$ cat src/inc/pmsq_pkg.sv
// Constants, types and helpers shared by the measurement sequencer files.
// Assumes a 200 MHz system clock and an AXI4-Lite register port.
// Functional notes
// - Sleep mode starts no conversion and leaves result registers unchanged.
// - Normal mode loops measurement then standby until another mode is chosen.
// - Forced mode does one measurement, then returns itself to sleep.
// - Reset clears control logic and control registers, sets results to 0x80000; device then sits in sleep.
// - A measurement is temperature conversion, pressure conversion, then filtering.
// - Pressure and temperature oversampling are set independently, skip up to x16.
// - Pressure oversampling field enables or skips; extra bits read at 0xF9.
// - Pressure width 16 to 20 bits by oversampling; skipped reads 0x80000.
// - Temperature oversampling field enables or skips; extra bits read at 0xFC.
// - Temperature code 000 skips, 001..100 x1..x8, 101..111 x16.
// - Filter output is (old times (c minus 1) plus new) divided by c.
// - Filter code 000 off, 001 c2, 010 c4, 011 c8, higher c16.
// - Any write to the filter field resets filter state.
// - First sample after filter reset passes unchanged and becomes memory.
// - A skipped channel keeps its filter memory while reading 0x80000.
// - Re-enabled channel filters against memory from its last real conversion.
// - Mode code 00 sleep, 01 and 10 forced, 11 normal.
// - Standby code selects 0.5, 62.5, 125, 250, 500, 1000, 2000, 4000 ms.
// - Mode write during measurement waits for its end; later writes ignored.
package pmsq_pkg;
  // ****************************************
  // Clock and timing
  // ****************************************
  localparam real CLK_PERIOD_NS = 5.0;
  localparam real SB_MS0 = 0.5;
  localparam real SB_MS1 = 62.5;
  localparam real SB_MS2 = 125.0;
  localparam real SB_MS3 = 250.0;
  localparam real SB_MS4 = 500.0;
  localparam real SB_MS5 = 1000.0;
  localparam real SB_MS6 = 2000.0;
  localparam real SB_MS7 = 4000.0;
  // ****************************************
  // Register map: indices, byte address is four times the index
  // ****************************************
  localparam int AXI_AW = 12;
  localparam logic [7:0] IDX_STATUS = 8'hF3;
  localparam logic [7:0] IDX_CTRL = 8'hF4;
  localparam logic [7:0] IDX_CFG = 8'hF5;
  localparam logic [7:0] IDX_P_MSB = 8'hF7;
  localparam logic [7:0] IDX_P_LSB = 8'hF8;
  localparam logic [7:0] IDX_P_XB = 8'hF9;
  localparam logic [7:0] IDX_T_MSB = 8'hFA;
  localparam logic [7:0] IDX_T_LSB = 8'hFB;
  localparam logic [7:0] IDX_T_XB = 8'hFC;
  localparam int CTRL_MODE_LSB = 0;
  localparam int CTRL_OSRP_LSB = 2;
  localparam int CTRL_OSRT_LSB = 5;
  localparam int CFG_FILT_LSB = 2;
  localparam int CFG_SB_LSB = 5;
  localparam int STAT_MEAS_BIT = 3;
  localparam logic [7:0] CTRL_RST = 8'h00;
  localparam logic [7:0] CFG_RST = 8'h00;
  localparam logic [19:0] SKIP_VAL = 20'h80000;
  localparam logic [1:0] MODE_SLEEP = 2'h0;
  localparam logic [1:0] MODE_NORMAL = 2'h3;
  localparam logic [1:0] RESP_OKAY = 2'h0;
  localparam logic [1:0] RESP_SLVERR = 2'h2;
  // ****************************************
  // Types and helpers
  // ****************************************
  typedef enum logic [5:0] {
    ST_IDLE = 6'h01,
    ST_TCONV = 6'h02,
    ST_PCONV = 6'h04,
    ST_FILT = 6'h08,
    ST_PUBLISH = 6'h10,
    ST_STANDBY = 6'h20
  } pmsq_state_t;

  function automatic int unsigned sb_cycles(input real ms);
    sb_cycles = $rtoi(ms * 1.0e6 / CLK_PERIOD_NS);
  endfunction

  // Keeps 15 + n result bits for oversampling code n from 1 up, n capped at 5
  function automatic logic [19:0] osr_mask(input logic [2:0] code);
    case (code)
      3'h1: osr_mask = 20'hFFFF0;
      3'h2: osr_mask = 20'hFFFF8;
      3'h3: osr_mask = 20'hFFFFC;
      3'h4: osr_mask = 20'hFFFFE;
      default: osr_mask = 20'hFFFFF;
    endcase
  endfunction

  function automatic logic [2:0] filt_shift(input logic [2:0] code);
    filt_shift = (code > 3'h4) ? 3'h4 : code;
  endfunction
endpackage

$ cat src/core/pmsq_core.sv
// Measurement sequencer: power modes, conversion order, filtering, registers.
// Assumes a converter that answers each start with one done pulse and data.
//
// The AXI4-Lite interface to the registers was left to the implementer.
module pmsq_core
  import pmsq_pkg::*;
#(
  parameter int unsigned P_SB_CYC0 = pmsq_pkg::sb_cycles(pmsq_pkg::SB_MS0),
  parameter int unsigned P_SB_CYC1 = pmsq_pkg::sb_cycles(pmsq_pkg::SB_MS1),
  parameter int unsigned P_SB_CYC2 = pmsq_pkg::sb_cycles(pmsq_pkg::SB_MS2),
  parameter int unsigned P_SB_CYC3 = pmsq_pkg::sb_cycles(pmsq_pkg::SB_MS3),
  parameter int unsigned P_SB_CYC4 = pmsq_pkg::sb_cycles(pmsq_pkg::SB_MS4),
  parameter int unsigned P_SB_CYC5 = pmsq_pkg::sb_cycles(pmsq_pkg::SB_MS5),
  parameter int unsigned P_SB_CYC6 = pmsq_pkg::sb_cycles(pmsq_pkg::SB_MS6),
  parameter int unsigned P_SB_CYC7 = pmsq_pkg::sb_cycles(pmsq_pkg::SB_MS7)
)
(
  input wire logic i_sys_clk,
  input wire logic i_rst_b,
  input wire logic i_awvalid,
  output logic o_awready,
  input wire logic [pmsq_pkg::AXI_AW-1:0] i_awaddr,
  input wire logic [2:0] i_awprot,
  input wire logic i_wvalid,
  output logic o_wready,
  input wire logic [31:0] i_wdata,
  input wire logic [3:0] i_wstrb,
  output logic o_bvalid,
  input wire logic i_bready,
  output logic [1:0] o_bresp,
  input wire logic i_arvalid,
  output logic o_arready,
  input wire logic [pmsq_pkg::AXI_AW-1:0] i_araddr,
  input wire logic [2:0] i_arprot,
  output logic o_rvalid,
  input wire logic i_rready,
  output logic [31:0] o_rdata,
  output logic [1:0] o_rresp,
  output logic o_conv_start,
  output logic o_conv_press,
  output logic [2:0] o_conv_osr,
  input wire logic i_conv_done,
  input wire logic [19:0] i_conv_data
);
  import pmsq_pkg::*;

  // ****************************************
  // Declarations
  // ****************************************
  pmsq_state_t state_q;
  logic aw_hold_q;
  logic w_hold_q;
  logic [AXI_AW-1:0] aw_addr_q;
  logic [7:0] w_data_q;
  logic w_strb_q;
  logic wr_fire;
  logic wr_ctrl;
  logic wr_cfg;
  logic [7:0] rd_val;
  logic [1:0] mode_q;
  logic pend_q;
  logic [1:0] pend_mode_q;
  logic [2:0] osrt_q;
  logic [2:0] osrp_q;
  logic [2:0] filt_q;
  logic [2:0] sb_q;
  logic [2:0] lat_t_q;
  logic [2:0] lat_p_q;
  logic busy_q;
  logic [19:0] raw_t_q;
  logic [19:0] raw_p_q;
  logic [19:0] temp_q;
  logic [19:0] pres_q;
  logic [19:0] filt_t;
  logic [19:0] filt_p;
  logic measuring;
  logic mode_forced;
  logic [1:0] next_mode;
  logic sb_load;
  logic sb_abort;
  logic sb_done;
  logic [31:0] sb_count;

  function automatic logic addr_ok(input logic [AXI_AW-1:0] a);
    addr_ok = (a[AXI_AW-1:10] == 2'h0) && (a[9:2] >= IDX_STATUS) && (a[9:2] <= IDX_T_XB)
      && (a[9:2] != 8'hF6);
  endfunction

  assign measuring = (state_q != ST_IDLE) && (state_q != ST_STANDBY);
  assign mode_forced = (mode_q != MODE_SLEEP) && (mode_q != MODE_NORMAL);
  assign next_mode = pend_q ? pend_mode_q : mode_q;

  // ****************************************
  // AXI4-Lite write channel
  // ****************************************
  assign wr_fire = aw_hold_q && w_hold_q && !o_bvalid;
  assign wr_ctrl = wr_fire && w_strb_q && (aw_addr_q[9:2] == IDX_CTRL) && addr_ok(aw_addr_q);
  assign wr_cfg = wr_fire && w_strb_q && (aw_addr_q[9:2] == IDX_CFG) && addr_ok(aw_addr_q);

  always_ff @(posedge i_sys_clk or negedge i_rst_b)
  begin
    if (!i_rst_b)
    begin
      o_awready <= 1'b1;
      o_wready <= 1'b1;
      aw_hold_q <= 1'b0;
      w_hold_q <= 1'b0;
      aw_addr_q <= '0;
      w_data_q <= 8'h00;
      w_strb_q <= 1'b0;
      o_bvalid <= 1'b0;
      o_bresp <= RESP_OKAY;
    end
    else
    begin
      if (i_awvalid && o_awready)
      begin
        o_awready <= 1'b0;
        aw_hold_q <= 1'b1;
        aw_addr_q <= i_awaddr;
      end
      if (i_wvalid && o_wready)
      begin
        o_wready <= 1'b0;
        w_hold_q <= 1'b1;
        w_data_q <= i_wdata[7:0];
        w_strb_q <= i_wstrb[0];
      end
      if (wr_fire)
      begin
        aw_hold_q <= 1'b0;
        w_hold_q <= 1'b0;
        o_bvalid <= 1'b1;
        o_bresp <= addr_ok(aw_addr_q) ? RESP_OKAY : RESP_SLVERR;
      end
      if (o_bvalid && i_bready)
      begin
        o_bvalid <= 1'b0;
        o_awready <= 1'b1;
        o_wready <= 1'b1;
      end
    end
  end

  // ****************************************
  // AXI4-Lite read channel
  // ****************************************
  always_comb
  begin
    case (i_araddr[9:2])
      IDX_STATUS: rd_val = 8'(measuring) << STAT_MEAS_BIT;
      IDX_CTRL: rd_val = {osrt_q, osrp_q, mode_q};
      IDX_CFG: rd_val = {sb_q, filt_q, 2'h0};
      IDX_P_MSB: rd_val = pres_q[19:12];
      IDX_P_LSB: rd_val = pres_q[11:4];
      IDX_P_XB: rd_val = {pres_q[3:0], 4'h0};
      IDX_T_MSB: rd_val = temp_q[19:12];
      IDX_T_LSB: rd_val = temp_q[11:4];
      IDX_T_XB: rd_val = {temp_q[3:0], 4'h0};
      default: rd_val = 8'h00;
    endcase
  end

  always_ff @(posedge i_sys_clk or negedge i_rst_b)
  begin
    if (!i_rst_b)
    begin
      o_arready <= 1'b1;
      o_rvalid <= 1'b0;
      o_rdata <= 32'h0;
      o_rresp <= RESP_OKAY;
    end
    else if (i_arvalid && o_arready)
    begin
      o_arready <= 1'b0;
      o_rvalid <= 1'b1;
      o_rdata <= addr_ok(i_araddr) ? {24'h0, rd_val} : 32'h0;
      o_rresp <= addr_ok(i_araddr) ? RESP_OKAY : RESP_SLVERR;
    end
    else if (o_rvalid && i_rready)
    begin
      o_rvalid <= 1'b0;
      o_arready <= 1'b1;
    end
  end

  // ****************************************
  // Configuration and mode control
  // ****************************************
  always_ff @(posedge i_sys_clk or negedge i_rst_b)
  begin
    if (!i_rst_b)
    begin
      osrt_q <= CTRL_RST[CTRL_OSRT_LSB +: 3];
      osrp_q <= CTRL_RST[CTRL_OSRP_LSB +: 3];
      filt_q <= CFG_RST[CFG_FILT_LSB +: 3];
      sb_q <= CFG_RST[CFG_SB_LSB +: 3];
    end
    else
    begin
      if (wr_ctrl)
      begin
        osrt_q <= w_data_q[CTRL_OSRT_LSB +: 3];
        osrp_q <= w_data_q[CTRL_OSRP_LSB +: 3];
      end
      if (wr_cfg)
      begin
        filt_q <= w_data_q[CFG_FILT_LSB +: 3];
        sb_q <= w_data_q[CFG_SB_LSB +: 3];
      end
    end
  end

  always_ff @(posedge i_sys_clk or negedge i_rst_b)
  begin
    if (!i_rst_b)
    begin
      mode_q <= MODE_SLEEP;
      pend_q <= 1'b0;
      pend_mode_q <= MODE_SLEEP;
    end
    else
    begin
      if (state_q == ST_PUBLISH)
      begin
        if (pend_q)
        begin
          mode_q <= pend_mode_q;
          pend_q <= 1'b0;
        end
        else if (mode_forced)
          mode_q <= MODE_SLEEP;
      end
      else if (pend_q && !measuring)
      begin
        mode_q <= pend_mode_q;
        pend_q <= 1'b0;
      end
      // A write landing on the publish edge is kept as the pending change unless one is already pending
      if (wr_ctrl && !pend_q)
      begin
        if (measuring)
        begin
          pend_q <= 1'b1;
          pend_mode_q <= w_data_q[CTRL_MODE_LSB +: 2];
        end
        else
          mode_q <= w_data_q[CTRL_MODE_LSB +: 2];
      end
    end
  end

  // ****************************************
  // Measurement sequencer
  // ****************************************
  always_ff @(posedge i_sys_clk or negedge i_rst_b)
  begin
    if (!i_rst_b)
    begin
      state_q <= ST_IDLE;
      busy_q <= 1'b0;
      lat_t_q <= 3'h0;
      lat_p_q <= 3'h0;
      raw_t_q <= 20'h0;
      raw_p_q <= 20'h0;
      o_conv_start <= 1'b0;
      o_conv_press <= 1'b0;
      o_conv_osr <= 3'h0;
    end
    else
    begin
      o_conv_start <= 1'b0;
      case (state_q)
        ST_IDLE:
          if (mode_q != MODE_SLEEP && !pend_q)
          begin
            lat_t_q <= osrt_q;
            lat_p_q <= osrp_q;
            state_q <= ST_TCONV;
          end
        ST_TCONV:
          if (lat_t_q == 3'h0)
            state_q <= ST_PCONV;
          else if (!busy_q)
          begin
            busy_q <= 1'b1;
            o_conv_start <= 1'b1;
            o_conv_press <= 1'b0;
            o_conv_osr <= lat_t_q;
          end
          else if (i_conv_done)
          begin
            busy_q <= 1'b0;
            raw_t_q <= i_conv_data & osr_mask(lat_t_q);
            state_q <= ST_PCONV;
          end
        ST_PCONV:
          if (lat_p_q == 3'h0)
            state_q <= ST_FILT;
          else if (!busy_q)
          begin
            busy_q <= 1'b1;
            o_conv_start <= 1'b1;
            o_conv_press <= 1'b1;
            o_conv_osr <= lat_p_q;
          end
          else if (i_conv_done)
          begin
            busy_q <= 1'b0;
            raw_p_q <= i_conv_data & osr_mask(lat_p_q);
            state_q <= ST_FILT;
          end
        ST_FILT:
          state_q <= ST_PUBLISH;
        ST_PUBLISH:
          state_q <= (next_mode == MODE_NORMAL) ? ST_STANDBY : ST_IDLE;
        ST_STANDBY:
          if (mode_q != MODE_NORMAL)
            state_q <= ST_IDLE;
          else if (sb_done)
          begin
            lat_t_q <= osrt_q;
            lat_p_q <= osrp_q;
            state_q <= ST_TCONV;
          end
        default:
          state_q <= ST_IDLE;
      endcase
    end
  end

  // ****************************************
  // Filters and result registers
  // ****************************************
  pmsq_filter u_filt_t
  (
    .i_sys_clk(i_sys_clk),
    .i_rst_b(i_rst_b),
    .i_clear(wr_cfg),
    .i_load((state_q == ST_FILT) && (lat_t_q != 3'h0)),
    .i_shift(filt_shift(filt_q)),
    .i_sample(raw_t_q),
    .o_value(filt_t)
  );

  pmsq_filter u_filt_p
  (
    .i_sys_clk(i_sys_clk),
    .i_rst_b(i_rst_b),
    .i_clear(wr_cfg),
    .i_load((state_q == ST_FILT) && (lat_p_q != 3'h0)),
    .i_shift(filt_shift(filt_q)),
    .i_sample(raw_p_q),
    .o_value(filt_p)
  );

  always_ff @(posedge i_sys_clk or negedge i_rst_b)
  begin
    if (!i_rst_b)
    begin
      temp_q <= SKIP_VAL;
      pres_q <= SKIP_VAL;
    end
    else if (state_q == ST_PUBLISH)
    begin
      temp_q <= (lat_t_q == 3'h0) ? SKIP_VAL : filt_t;
      pres_q <= (lat_p_q == 3'h0) ? SKIP_VAL : filt_p;
    end
  end

  // Standby length chosen when the period starts; later writes apply next time
  always_comb
  begin
    case (sb_q)
      3'h0: sb_count = P_SB_CYC0;
      3'h1: sb_count = P_SB_CYC1;
      3'h2: sb_count = P_SB_CYC2;
      3'h3: sb_count = P_SB_CYC3;
      3'h4: sb_count = P_SB_CYC4;
      3'h5: sb_count = P_SB_CYC5;
      3'h6: sb_count = P_SB_CYC6;
      default: sb_count = P_SB_CYC7;
    endcase
  end

  assign sb_load = (state_q == ST_PUBLISH) && (next_mode == MODE_NORMAL);
  assign sb_abort = (state_q == ST_STANDBY) && (mode_q != MODE_NORMAL);

  pmsq_timer u_standby
  (
    .i_sys_clk(i_sys_clk),
    .i_rst_b(i_rst_b),
    .i_load(sb_load),
    .i_abort(sb_abort),
    .i_count(sb_count),
    .o_done(sb_done)
  );
endmodule

$ cat src/core/pmsq_filter.sv
// One channel of the IIR low-pass filter with its own memory.
// Assumes loads come from the sequencer once per measurement period.
module pmsq_filter
(
  input wire logic i_sys_clk,
  input wire logic i_rst_b,
  input wire logic i_clear,
  input wire logic i_load,
  input wire logic [2:0] i_shift,
  input wire logic [19:0] i_sample,
  output logic [19:0] o_value
);
  logic primed_q;
  logic [24:0] acc;
  logic [24:0] sum;

  // Widened so old * (c - 1) + new never wraps at c = 16
  always_comb
  begin
    acc = {5'h0, o_value} << i_shift;
    sum = acc - {5'h0, o_value} + {5'h0, i_sample};
  end

  always_ff @(posedge i_sys_clk or negedge i_rst_b)
  begin
    if (!i_rst_b)
    begin
      primed_q <= 1'b0;
      o_value <= 20'h0;
    end
    else if (i_load)
    begin
      primed_q <= 1'b1;
      if (i_clear || !primed_q)
        o_value <= i_sample;
      else
        o_value <= 20'(sum >> i_shift);
    end
    else if (i_clear)
      primed_q <= 1'b0;
  end
endmodule

$ cat src/core/pmsq_timer.sv
// Standby period down-counter for the measurement sequencer.
// Assumes the load value is at least one cycle.
module pmsq_timer
(
  input wire logic i_sys_clk,
  input wire logic i_rst_b,
  input wire logic i_load,
  input wire logic i_abort,
  input wire logic [31:0] i_count,
  output logic o_done
);
  logic [31:0] cnt_q;

  always_ff @(posedge i_sys_clk or negedge i_rst_b)
  begin
    if (!i_rst_b)
    begin
      cnt_q <= 32'h0;
      o_done <= 1'b0;
    end
    else
    begin
      o_done <= 1'b0;
      if (i_abort)
        cnt_q <= 32'h0;
      else if (i_load)
        cnt_q <= i_count;
      else if (cnt_q != 32'h0)
      begin
        cnt_q <= cnt_q - 32'h1;
        o_done <= (cnt_q == 32'h1);
      end
    end
  end
endmodule

$ cat config.mk
export PLATFORM = sky130hd
export DESIGN_NAME = pmsq_core
export DESIGN_NICKNAME = d
export VERILOG_FILES = /design/src/inc/pmsq_pkg.sv /design/src/core/pmsq_core.sv /design/src/core/pmsq_filter.sv /design/src/core/pmsq_timer.sv
export SDC_FILE = /design/constraint.sdc
export NUM_CORES = 1
export LEC_CHECK = 0
export ABC_AREA = 1
export BUFFER_PORTS_ARGS = -buffer_cell sky130_fd_sc_hd__buf_2
export CAP_MARGIN = 30
export CORE_MARGIN = 2
export CORE_UTILIZATION = 56
export CTS_CLUSTER_DIAMETER = 40
export DETAILED_ROUTE_END_ITERATION = 8
export PLACE_DENSITY = 0.81
export RECOVER_POWER = 100
export SYNTH_ARGS = -nofsm -noshare
export SYNTH_HDL_FRONTEND = slang
export SYNTH_SLANG_ARGS = --single-unit
$ cat constraint.sdc
create_clock -name i_sys_clk -period 3.55 [get_ports i_sys_clk]
set_clock_uncertainty 0.05 [all_clocks]
set_input_delay 0.355 -clock i_sys_clk [delete_from_list [all_inputs] [get_ports i_sys_clk]]
set_output_delay 0.355 -clock i_sys_clk [all_outputs]
set_load 0.01 [all_outputs]
# [After elaboration in Yosys (flattened, before gate mapping)]
# Cells that the tools add are included.
[classes] eq_ne=50 bitwise_logic=4 n_reduce_logical=61 order_cmp=5 n_addsub=5 div=0 muxes=92 shift=4 multipliers=0
[ops] operator="two-way mux 20 bit" count=12
[ops] operator="case mux 30 bit (7 select lines)" count=1
[ops] operator="two-way mux 32 bit" count=3
[ops] operator="equality test 8 bit (second input constant)" count=11
[ops] operator="case mux 8 bit (9 select lines)" count=1
[ops] operator="two-way mux 6 bit" count=10
[ops] operator="adder 25 x 20 -> 25 bit" count=2
[ops] operator="<< shifter 20 x 3 -> 25 bit" count=2
[ops] operator=">> shifter 25 x 3 -> 20 bit" count=2
[ops] operator="subtractor 25 x 20 -> 25 bit" count=2
[ops] operator="AND 20 bit" count=2
[ops] operator="case mux 6 bit (6 select lines)" count=1
[ops] operator="two-way mux 1 bit" count=35
[ops] operator="two-way mux 3 bit" count=11
[ops] operator="equality test 32 x 1 -> 1 bit (second input constant)" count=1
[ops] operator="case mux 4 bit (4 select lines)" count=2
[ops] operator="nonzero test 32 bit" count=1
[ops] operator="subtractor 32 x 1 -> 32 bit (second input constant)" count=1
[ops] operator="logical AND 1 bit" count=27
[ops] operator="nonzero test 2 bit" count=11
[ops] operator="equality test 3 x 2 -> 1 bit (second input constant)" count=6
[ops] operator="two-way mux 2 bit" count=9
[ops] operator="case mux 3 bit (2 select lines)" count=3
[ops] operator="greater-or-equal comparator 8 bit (second input constant)" count=2
[ops] operator="31 further kinds" count=63
[totals] mem_bits_ro=0 ff_bits=254 latch_bits=0 input_bits=94 n_memories=0 word_cells=258 ramBits=0

# [Longest topological paths before layout]
# Gate-level depths: netlist of run 1.
[logic_depth] ltp_word=8 ltp_mapped=28 depth_no_buf=26

# [Modules after synthesis]
# A second synthesis of run 1 with hierarchy kept.
[hier_totals] hier_cells=3022 area_unflattened_um2=19198.4
[by_module_without_submodules] mod="pmsq_core" instances=1 cells_each=921 seq_area_each_um2=3786.1 area_per_inst_um2=7170.6
[by_module_without_submodules] mod="pmsq_filter (u_filt_p)" instances=1 cells_each=863 seq_area_each_um2=525.5 area_per_inst_um2=4809.6
[by_module_without_submodules] mod="pmsq_filter (u_filt_t)" instances=1 cells_each=870 seq_area_each_um2=525.5 area_per_inst_um2=4772.1
[by_module_without_submodules] mod="pmsq_timer" instances=1 cells_each=368 seq_area_each_um2=825.8 area_per_inst_um2=2446.1

# [Worst setup path after synthesis of run 1]
# OpenSTA, ideal clock, no wires.
[synth_timing] kind="register -> register" start="register filt_q[2]" end="register u_filt_p.o_value[15]" synth_period_minus_slack_ps=3726 required_time_ps=3423 setup_slack_ps=-176 path_stages_with_launch=24 arrival_time_ps=3598 path_buffers=3 cell_sequence="dfrtp_1 -> clkbuf_1 -> nor2_2 -> clkbuf_1 -> buf_2 -> a21oi_1 -> o22ai_1 -> a31oi_1 -> fa_1 -> inv_1 -> ha_1 -> nand2_1 -> inv_1 -> a21oi_1 -> inv_1 -> a21oi_1 -> nand2_1 -> nand2_1 -> nand3_1 -> nand2_1 -> nor2_1 -> nor2_1 -> nand2_1 -> a21oi_1"
[synth_between] elab_chain_cells=7
[synth_rtl] item="start: declaration" line_no="pmsq_core.sv:65" rtl="logic [2:0] filt_q;"
[synth_rtl] item="start signal: assignment" line_no="pmsq_core.sv:196" rtl="filt_q <= CFG_RST[CFG_FILT_LSB +: 3];"
[synth_rtl] item="start signal: assignment" line_no="pmsq_core.sv:208" rtl="filt_q <= w_data_q[CFG_FILT_LSB +: 3];"
[synth_rtl] item="greater-than comparator 3 bit" line_no="pmsq_pkg.sv:90" rtl="filt_shift = (code > 3'h4) ? 3'h4 : code;"
[synth_rtl] item="two-way mux 3 bit *" line_no="pmsq_pkg.sv:90"
[synth_rtl] item="<< shifter 20 x 3 -> 25 bit" line_no="pmsq_filter.sv:20" rtl="acc = {5'h0, o_value} << i_shift;"
[synth_rtl] item="subtractor 25 x 20 -> 25 bit" line_no="pmsq_filter.sv:21" rtl="sum = acc - {5'h0, o_value} + {5'h0, i_sample};"
[synth_rtl] item="adder 25 x 20 -> 25 bit" line_no="pmsq_filter.sv:21"
[synth_rtl] item=">> shifter 25 x 3 -> 20 bit *" line_no="pmsq_filter.sv:37" rtl="o_value <= 20'(sum >> i_shift);"
[synth_rtl] item="two-way mux 20 bit *" line_no="pmsq_filter.sv:34" rtl="if (i_clear || !primed_q)"
[synth_rtl] item="end signal: assignment" line_no="pmsq_filter.sv:35" rtl="o_value <= i_sample;"
[synth_rtl] item="end signal: assignment" line_no="pmsq_filter.sv:37"
[synth_rtl] item="end: declaration" line_no="pmsq_filter.sv:11" rtl="output logic [19:0] o_value"
# Mark *: on every way between the ends. The rest lies on a longest branch, timed or not.
# A chain may end at the register's enable or synchronous reset.

# [Final worst setup path of run 1]
[layout_timing] start="register filt_q[2]" end="register u_filt_t.o_value[14]"
[layout_between] elab_chain_cells=7
[layout_rtl] item="greater-than comparator 3 bit" line_no="pmsq_pkg.sv:90"
[layout_rtl] item="two-way mux 3 bit *" line_no="pmsq_pkg.sv:90"
[layout_rtl] item="<< shifter 20 x 3 -> 25 bit" line_no="pmsq_filter.sv:20"
[layout_rtl] item="subtractor 25 x 20 -> 25 bit" line_no="pmsq_filter.sv:21"
[layout_rtl] item="adder 25 x 20 -> 25 bit" line_no="pmsq_filter.sv:21"
[layout_rtl] item=">> shifter 25 x 3 -> 20 bit *" line_no="pmsq_filter.sv:37"
[layout_rtl] item="two-way mux 20 bit *" line_no="pmsq_filter.sv:34"
[layout_rtl] item="end signal: assignment" line_no="pmsq_filter.sv:35"
[layout_rtl] item="end signal: assignment" line_no="pmsq_filter.sv:37"
[layout_rtl] item="end: declaration" line_no="pmsq_filter.sv:11"
# Marked as above.

==> results of run 1 <==
-- how the worst max path moves through the flow --
| stage | startpoint | to | slack [ns] | depth (start not counted) |
|---|---|---|---|---|
| finish | filt_q[2] | u_filt_t.o_value[14] | -0.66 | 20 |
| global route | filt_q[2] | u_filt_t.o_value[12] | -0.79 | 20 |
| CTS | filt_q[2] | u_filt_t.o_value[19] | -0.08 | 20 |
| detailed placement | filt_q[2] | u_filt_t.o_value[19] | -0.33 | 20 |
| global placement | filt_q[2] | u_filt_t.o_value[19] | -0.24 | 20 |
| floorplan | filt_q[2] | u_filt_t.o_value[11] | 0.001 | 22 |
-- layout make-up --
class,instances,area (sq um),area share [%]
Multi-Input combinational cell,1793,11700,50.7
Tap cell,396,495,2.14
Clock buffer,40,936,4.05
Sequential cell,226,5660,24.5
Timing Repair Buffer,304,2380,10.3
Clock inverter,25,335,1.45
Inverter,417,1580,6.85
-- sequential cells by signal, summed over array words and instances, names as in the netlist, 6 cells and up --
| signal | count |
|---|---|
| u_standby.cnt_q | 32 |
| pres_q | 20 |
| raw_p_q | 20 |
| raw_t_q | 20 |
| temp_q | 20 |
| u_filt_p.o_value | 20 |
| u_filt_t.o_value | 20 |
| aw_addr_q | 10 |
| o_rdata | 8 |
| w_data_q | 8 |
| state_q | 6 |
-- kinds of logic (layout without fill, tap and decap cells) --
kind of cell               Yosys count  count (layout)  share of synthesized area (%)
AOI/OAI and AO/OA                  505             505                           16.4
and+or+nand+nor                   1141            1141                           28.5
xor gates and xnor gates            26              26                           1.33
other                                1              26                         0.0218
muxes                                3               3                          0.175
buffers and inverters              530             786                           12.3
adders and majority gates           92              92                           8.45
DFF                                226             226                           33.0
-- placed cells by master (no fill, tap or decap), drive strengths merged, types with 12 or more instances in the layout --
master       Yosys  final
nor2           204    204
nand3b          16     16
conb             1     26
dlygate4sd3      0     16
o21ai          230    230
fa              40     40
nand2          621    621
clkinv           2     12
a21oi          148    148
o31ai           15     15
buf             40    258
nand3          196    196
dfrtp          220    220
o22ai           42     42
nor3            32     32
inv            415    423
xor2            15     15
a211oi          15     15
clkbuf          73     69
nand4           47     47
a31oi           12     12
ha              52     52
-- cell usage after synthesis (5+ instances only) --
library cell / n
a211oi_1: 15
a21oi_1: 148
a22oi_1: 7
a31oi_1: 12
buf_2: 9
buf_4: 26
clkbuf_1: 73
dfrtp_1: 220
dfstp_2: 6
fa_1: 40
ha_1: 52
inv_1: 398
inv_2: 17
nand2_1: 617
nand3_1: 196
nand3b_1: 16
nand4_1: 47
nor2_1: 196
nor2_2: 7
nor3_1: 29
nor4_1: 8
o2111ai_1: 5
o211ai_1: 11
o21ai_0: 206
o21ai_1: 24
o22ai_1: 41
o31ai_1: 15
or2_2: 7
xnor2_1: 11
xor2_1: 15
-- worst max-delay path, cell delays in order, from the launching register on --
cell      delay [ns]
dfrtp_2         0.43
nor2_4          0.14
buf_12          0.15
buf_12          0.13
nand2_2         0.11
o21ai_4         0.12
nor2_1          0.09
a211oi_2        0.60
fa_1            0.53
inv_2           0.09
ha_4            0.23
nand2_4         0.09
buf_4           0.15
nor3_1          0.22
nand2_1         0.09
nand2_2         0.12
nor2_2          0.05
nand3b_1        0.25
nand3_2         0.10
nand4_1         0.16
a21oi_1         0.19
-- through the flow --
step                instance area (sq um)  std cells  setup slack, ns
floorplan                           17300       2549          0.00110
global placement                    19000       3080           -0.238
detailed placement                  19000       3080           -0.332
CTS                                 21900       3181          -0.0849
global route                        23100       3201           -0.792
finish                              23100       3201           -0.662
-- routing by layer --
| metal | GRT usage (%) | part of all wire [%] | up-vias |
|---|---|---|---|
| met5 | 0 | 0 | - |
| met4 | 17.1 | 6.1 | 0 |
| met3 | 5.30 | 9.7 | 321 |
| met2 | 58.9 | 48 | 1263 |
| met1 | 43.7 | 36 | 9069 |
| li1 | - | - | 8676 |
-- timing repair --
| item | CTS | global route |
|---|---|---|
| setup endpoints to repair | 38 | 40 |
| gates resized for setup | 288 | 307 |
| pin swaps | 70 | 148 |
| gates cloned | 5 | 2 |
| hold endpoints to repair | 114 | 0 |
| setup buffers | 16 | 20 |
| hold buffers | 16 | 0 |
==> results.toml, run 1 <==
[detailed_routing]
drcViolationCount = 1
wire_per_inst_um = 19.1
drt_wl_total_mm = 61.2
vias_per_cell = 6.04
dr.pass1.iters = 9
drtIter0Drc = 2132
antenna_left = 0
vias = 19300

[grt]
overflow = 0
grt_pass1_vias = 17900
grt_antenna_before_repair = 0
grt_use_total_pct = 34.9
grt_pass1_wl_mm = 89.1
grt_max_degree = 106

[synth]
synth-main-ff-cell = "dfrtp_1"
yosysWarnings = 0
synth-seq-cells = 226
synth_area_sq_mm = 0.0172
synth_seq_area_share_pct = 33.0
syn_inst = 2524
synth_cell_types = 55
async_flop_share_pct = 100
yosys.area.top_type_share_pct = 32.0
synth_area_leaders = "dfrtp_1 32%, nand2_1 13%, inv_1 8.7%"
avgSynthCellArea_sq_um = 6.81
yosysTopAreaCell = "dfrtp_1"
synth-edff-count = 0

[clock_network]
clk_pin_slew_ns = 0.06
cts.path.max_buffers = 3
clk_latency_ns = 0.53
cts_sinks = 226
cts_buffers = 36
cts_tree = "done"
htreeDepth = 2
cts-root-buf = "clkbuf_16"

[worst_setup_path]
cp_data_required_time_ns = 3.94
ff2ff_setup_slack_ns = -0.66
arrival_ns = 4.60
critical_path_class = "flop to flop"
reg2regPathDepth = 20
startpoint_type = "flop"
critPathMaxFanout = 6
reg2reg_from = "filt_q[2]"
worstSetupEndpointType = "flop"
r2r-end = "u_filt_t.o_value[14]"

[worst_hold_path]
hold_path_class = "input port to flop"
holdPathEnd = "w_data_q[1]"
min-delay-start = "i_wdata[1]"
min_path_cells = 3

[timing]
finalHoldViolCount = 0
fin_ws_ns = -0.662
whs_ns = 0.00574
tightest_slew_ns = 2.55
final_max_slew_viol_count = 106
slew_headroom_pct = -70.2
rsz0062_at_grt = "true"
finalSetupViolCount = 37
fin_setup_tns_ns = -10.97
timing.final.crit_share_pct = 119
post-route-min-period_ns = 4.21
clock.fmax_ghz = 0.237

[layout]
drive_gt1_share_pct = 28.5
num-fill-cells = 2048
fin_nets = 2964
antenna_cells = 0
final_core_util_pct = 76.0
synthToLayoutAreaGrowth_pct = 34.6

[floorplan]
row_count = 64
io_pins = 140
die_x_um = 179
start_util_pct = 56.5
coreArea_sq_mm = 0.0304
die_h_um = 179
dieArea_sq_mm = 0.0321

[flow_run]
max_cap_viol_count = 1

[outcome]
violations = "design-rule violations, max-capacitance violations, max-slew violations, negative setup slack"
status = "finished, violations left"

[place]
io_buffers = 76
dp_hpwl_mm = 39.8
gp_congestion = 0.974
Power of run 1 is not shown: default switching activity piles up to over one toggle a cycle in this logic, so the estimate is an artifact.
==> run 2, diff against run 1 <==
==> constraint.sdc (replaced) <==
create_clock -name i_sys_clk -period 3.55 [get_ports i_sys_clk]
set_clock_uncertainty 0.05 [all_clocks]
set_input_delay 0.71 -clock i_sys_clk [delete_from_list [all_inputs] [get_ports i_sys_clk]]
set_output_delay 0.71 -clock i_sys_clk [all_outputs]
set_load 0.01 [all_outputs]
==> run 2 against run 1 <==
  * The run ends with max-capacitance violations, max-slew violations, negative setup slack left
  * Fmax is 10% higher
  * First-iteration DRC count is 2.0% lower
  * Final area is 2.1% lower
  * Utilization shrank 1.6 points
  * Global-route usage up 0.51 points
  * Non-clock buffer count down 30
  * Largest cell class unchanged
==> results.toml, run 2 (synthesis results as in run 1) <==
[grt]
overflow = 0
grt_max_degree = 100
grt_pass1_vias = 18000
grt_pass1_wl_mm = 89.7
grt_use_total_pct = 35.4
grt_antenna_before_repair = 0

[layout]
antenna_cells = 0
largest_reg_flops = 32
final_common_cell = "nand2_1"
top_register = "u_standby.cnt_q"
layout_common_cells = "501 x nand2_1, 365 x inv_1, 219 x dfrtp_1"
fin_nets = 2932
synthToLayoutAreaGrowth_pct = 31.9
drive_gt1_share_pct = 27.2

[detailed_routing]
wl_met1_mm = 22.5
wire_per_inst_um = 19.1
route.met2.wl_mm = 28.5
vias = 19100
drtIter0Drc = 2090
drcViolationCount = 0
antenna_left = 0
vias_per_cell = 6.02
dr.pass1.iters = 7
drt_wl_total_mm = 60.3
dr.max_layer_used = "met4"
met3RoutedLength_mm = 5.07

[timing]
clock.fmax_ghz = 0.262
final_max_slew_viol_count = 100
slew_headroom_pct = -67.0
finalSetupViolCount = 37
fin_setup_tns_ns = -5.63
fin_ws_ns = -0.274
finalHoldViolCount = 0
rsz0062_at_grt = "true"
tightest_slew_ns = 2.50
timing.final.crit_share_pct = 108
post-route-min-period_ns = 3.82

[clock_network]
cts_tree = "done"
cts.path.max_buffers = 3
holdBufCountCts = 0
cts-root-buf = "clkbuf_16"
clk_pin_slew_ns = 0.06
htreeDepth = 2
cts_buffers = 34
clk_latency_ns = 0.52
cts_sinks = 226

[worst_setup_path]
worstSetupEndpointType = "flop"
critPathSlowestCell = "fa_1"
ff2ff_setup_slack_ns = -0.27
path_cells = "nor2_4 > buf_12 > buf_12 > mux2i_4 > o22ai_4 > a31oi_2 > fa_1 > inv_2 > ha_4 > buf_4 > nand2_4 > inv_2 > nand2_2 > inv_2 > nand2_1 > nand2_1 > nand2_2 > nand3_1 > nand2_2 > nand3_1 > nand3_1 > nand4_1 > a21oi_1"
cpPeakStageDelay_ns = 0.46
r2r-end = "u_filt_t.o_value[16]"
arrival_ns = 4.20
startpoint_type = "flop"
reg2reg_from = "filt_q[2]"
critical_path_class = "flop to flop"
cp_data_required_time_ns = 3.93
reg2regPathDepth = 23
critPathMaxFanout = 8

[floorplan]
die_h_um = 179
io_pins = 140
start_util_pct = 56.5
row_count = 64
dieArea_sq_mm = 0.0321
coreArea_sq_mm = 0.0304
die_x_um = 179

[place]
gp_congestion = 0.962
dp_hpwl_mm = 40.3
io_buffers = 76

[outcome]
status = "finished, violations left"
violations = "max-capacitance violations, max-slew violations, negative setup slack"

[worst_hold_path]
min-delay-start = "i_awvalid"
holdPathEnd = "o_awready"
hold_path_class = "input port to flop"
min_path_cells = 2

[flow_run]
max_cap_viol_count = 1
[run 2: changes by cell type in the layout (fill, tap and decap cells not counted), sizes merged]
cell         delta
bufinv          -1
buf            -19
clkinv          -2
dlygate4sd3    -16
inv             -1
clkinvlp        +1
clkbuf          +3
[run 2: what timing repair did]
| action | 4_1_cts | 5_1_grt |
|---|---|---|
| gates resized for setup | 256 | 310 |
| gates cloned | 5 | 2 |
| pin swaps | 74 | 123 |
| setup endpoints to repair | 38 | 40 |
| buffers inserted | 10 | 17 |
[run 2: worst max path at each step]
| stage | from | to | slack (ns) | cells past startpoint |
|---|---|---|---|---|
| 2_1_floorplan | filt_q[2] | u_filt_t.o_value[11] | 0.001 | 22 |
| 6_report | filt_q[2] | u_filt_t.o_value[16] | -0.27 | 23 |
| 3_5_place_dp | filt_q[2] | u_filt_t.o_value[19] | -0.31 | 20 |
| 3_3_place_gp | filt_q[2] | u_filt_t.o_value[19] | -0.27 | 20 |
| 5_1_grt | filt_q[2] | u_filt_t.o_value[16] | -0.42 | 19 |
| 4_1_cts | filt_q[0] | u_filt_t.o_value[10] | -0.08 | 22 |
[run 2: layout make-up]
type | instances | area, sq um
Clock inverter | 22 | 264
Multi-Input combinational cell | 1793 | 11700
Tap cell | 396 | 495
Inverter | 417 | 1570
Sequential cell | 226 | 5660
Fill cell | 2145 | 7780
Clock buffer | 38 | 907
Timing Repair Buffer | 274 | 2100
[run 2: critical path, delay by kind of cell (launching register included)]
family,cells,cell delay (ns)
simple gates,11,1.11
buf+inv,6,0.69
fa+ha+maj,2,0.67
compound gates,3,0.46
flops,1,0.44
mux,1,0.31
[run 2: metal layers]
layer	vias up	GRT usage, %
li1	8621	-
met1	8974	44.5
met2	1145	58.9
met3	334	5.58
met4	0	18.4
met5	-	0
[run 2: per-stage QoR]
stage / util (%) / cell area (sq um) / hold slack [ns] / setup WS [ns] / cells
final: 74.4 / 22700 / 0.323 / -0.274 / 3166
after global routing: 74.4 / 22700 / 0.331 / -0.424 / 3166
after CTS: 70.3 / 21400 / 0.204 / -0.0841 / 3148
after detailed placement: 62.2 / 18900 / 0.415 / -0.309 / 3073
after global placement: 62.2 / 18900 / 0.414 / -0.275 / 3073
after floorplan: - / 17300 / 0.364 / 0.00110 / 2549
Power of run 2 is left out for the same reason.
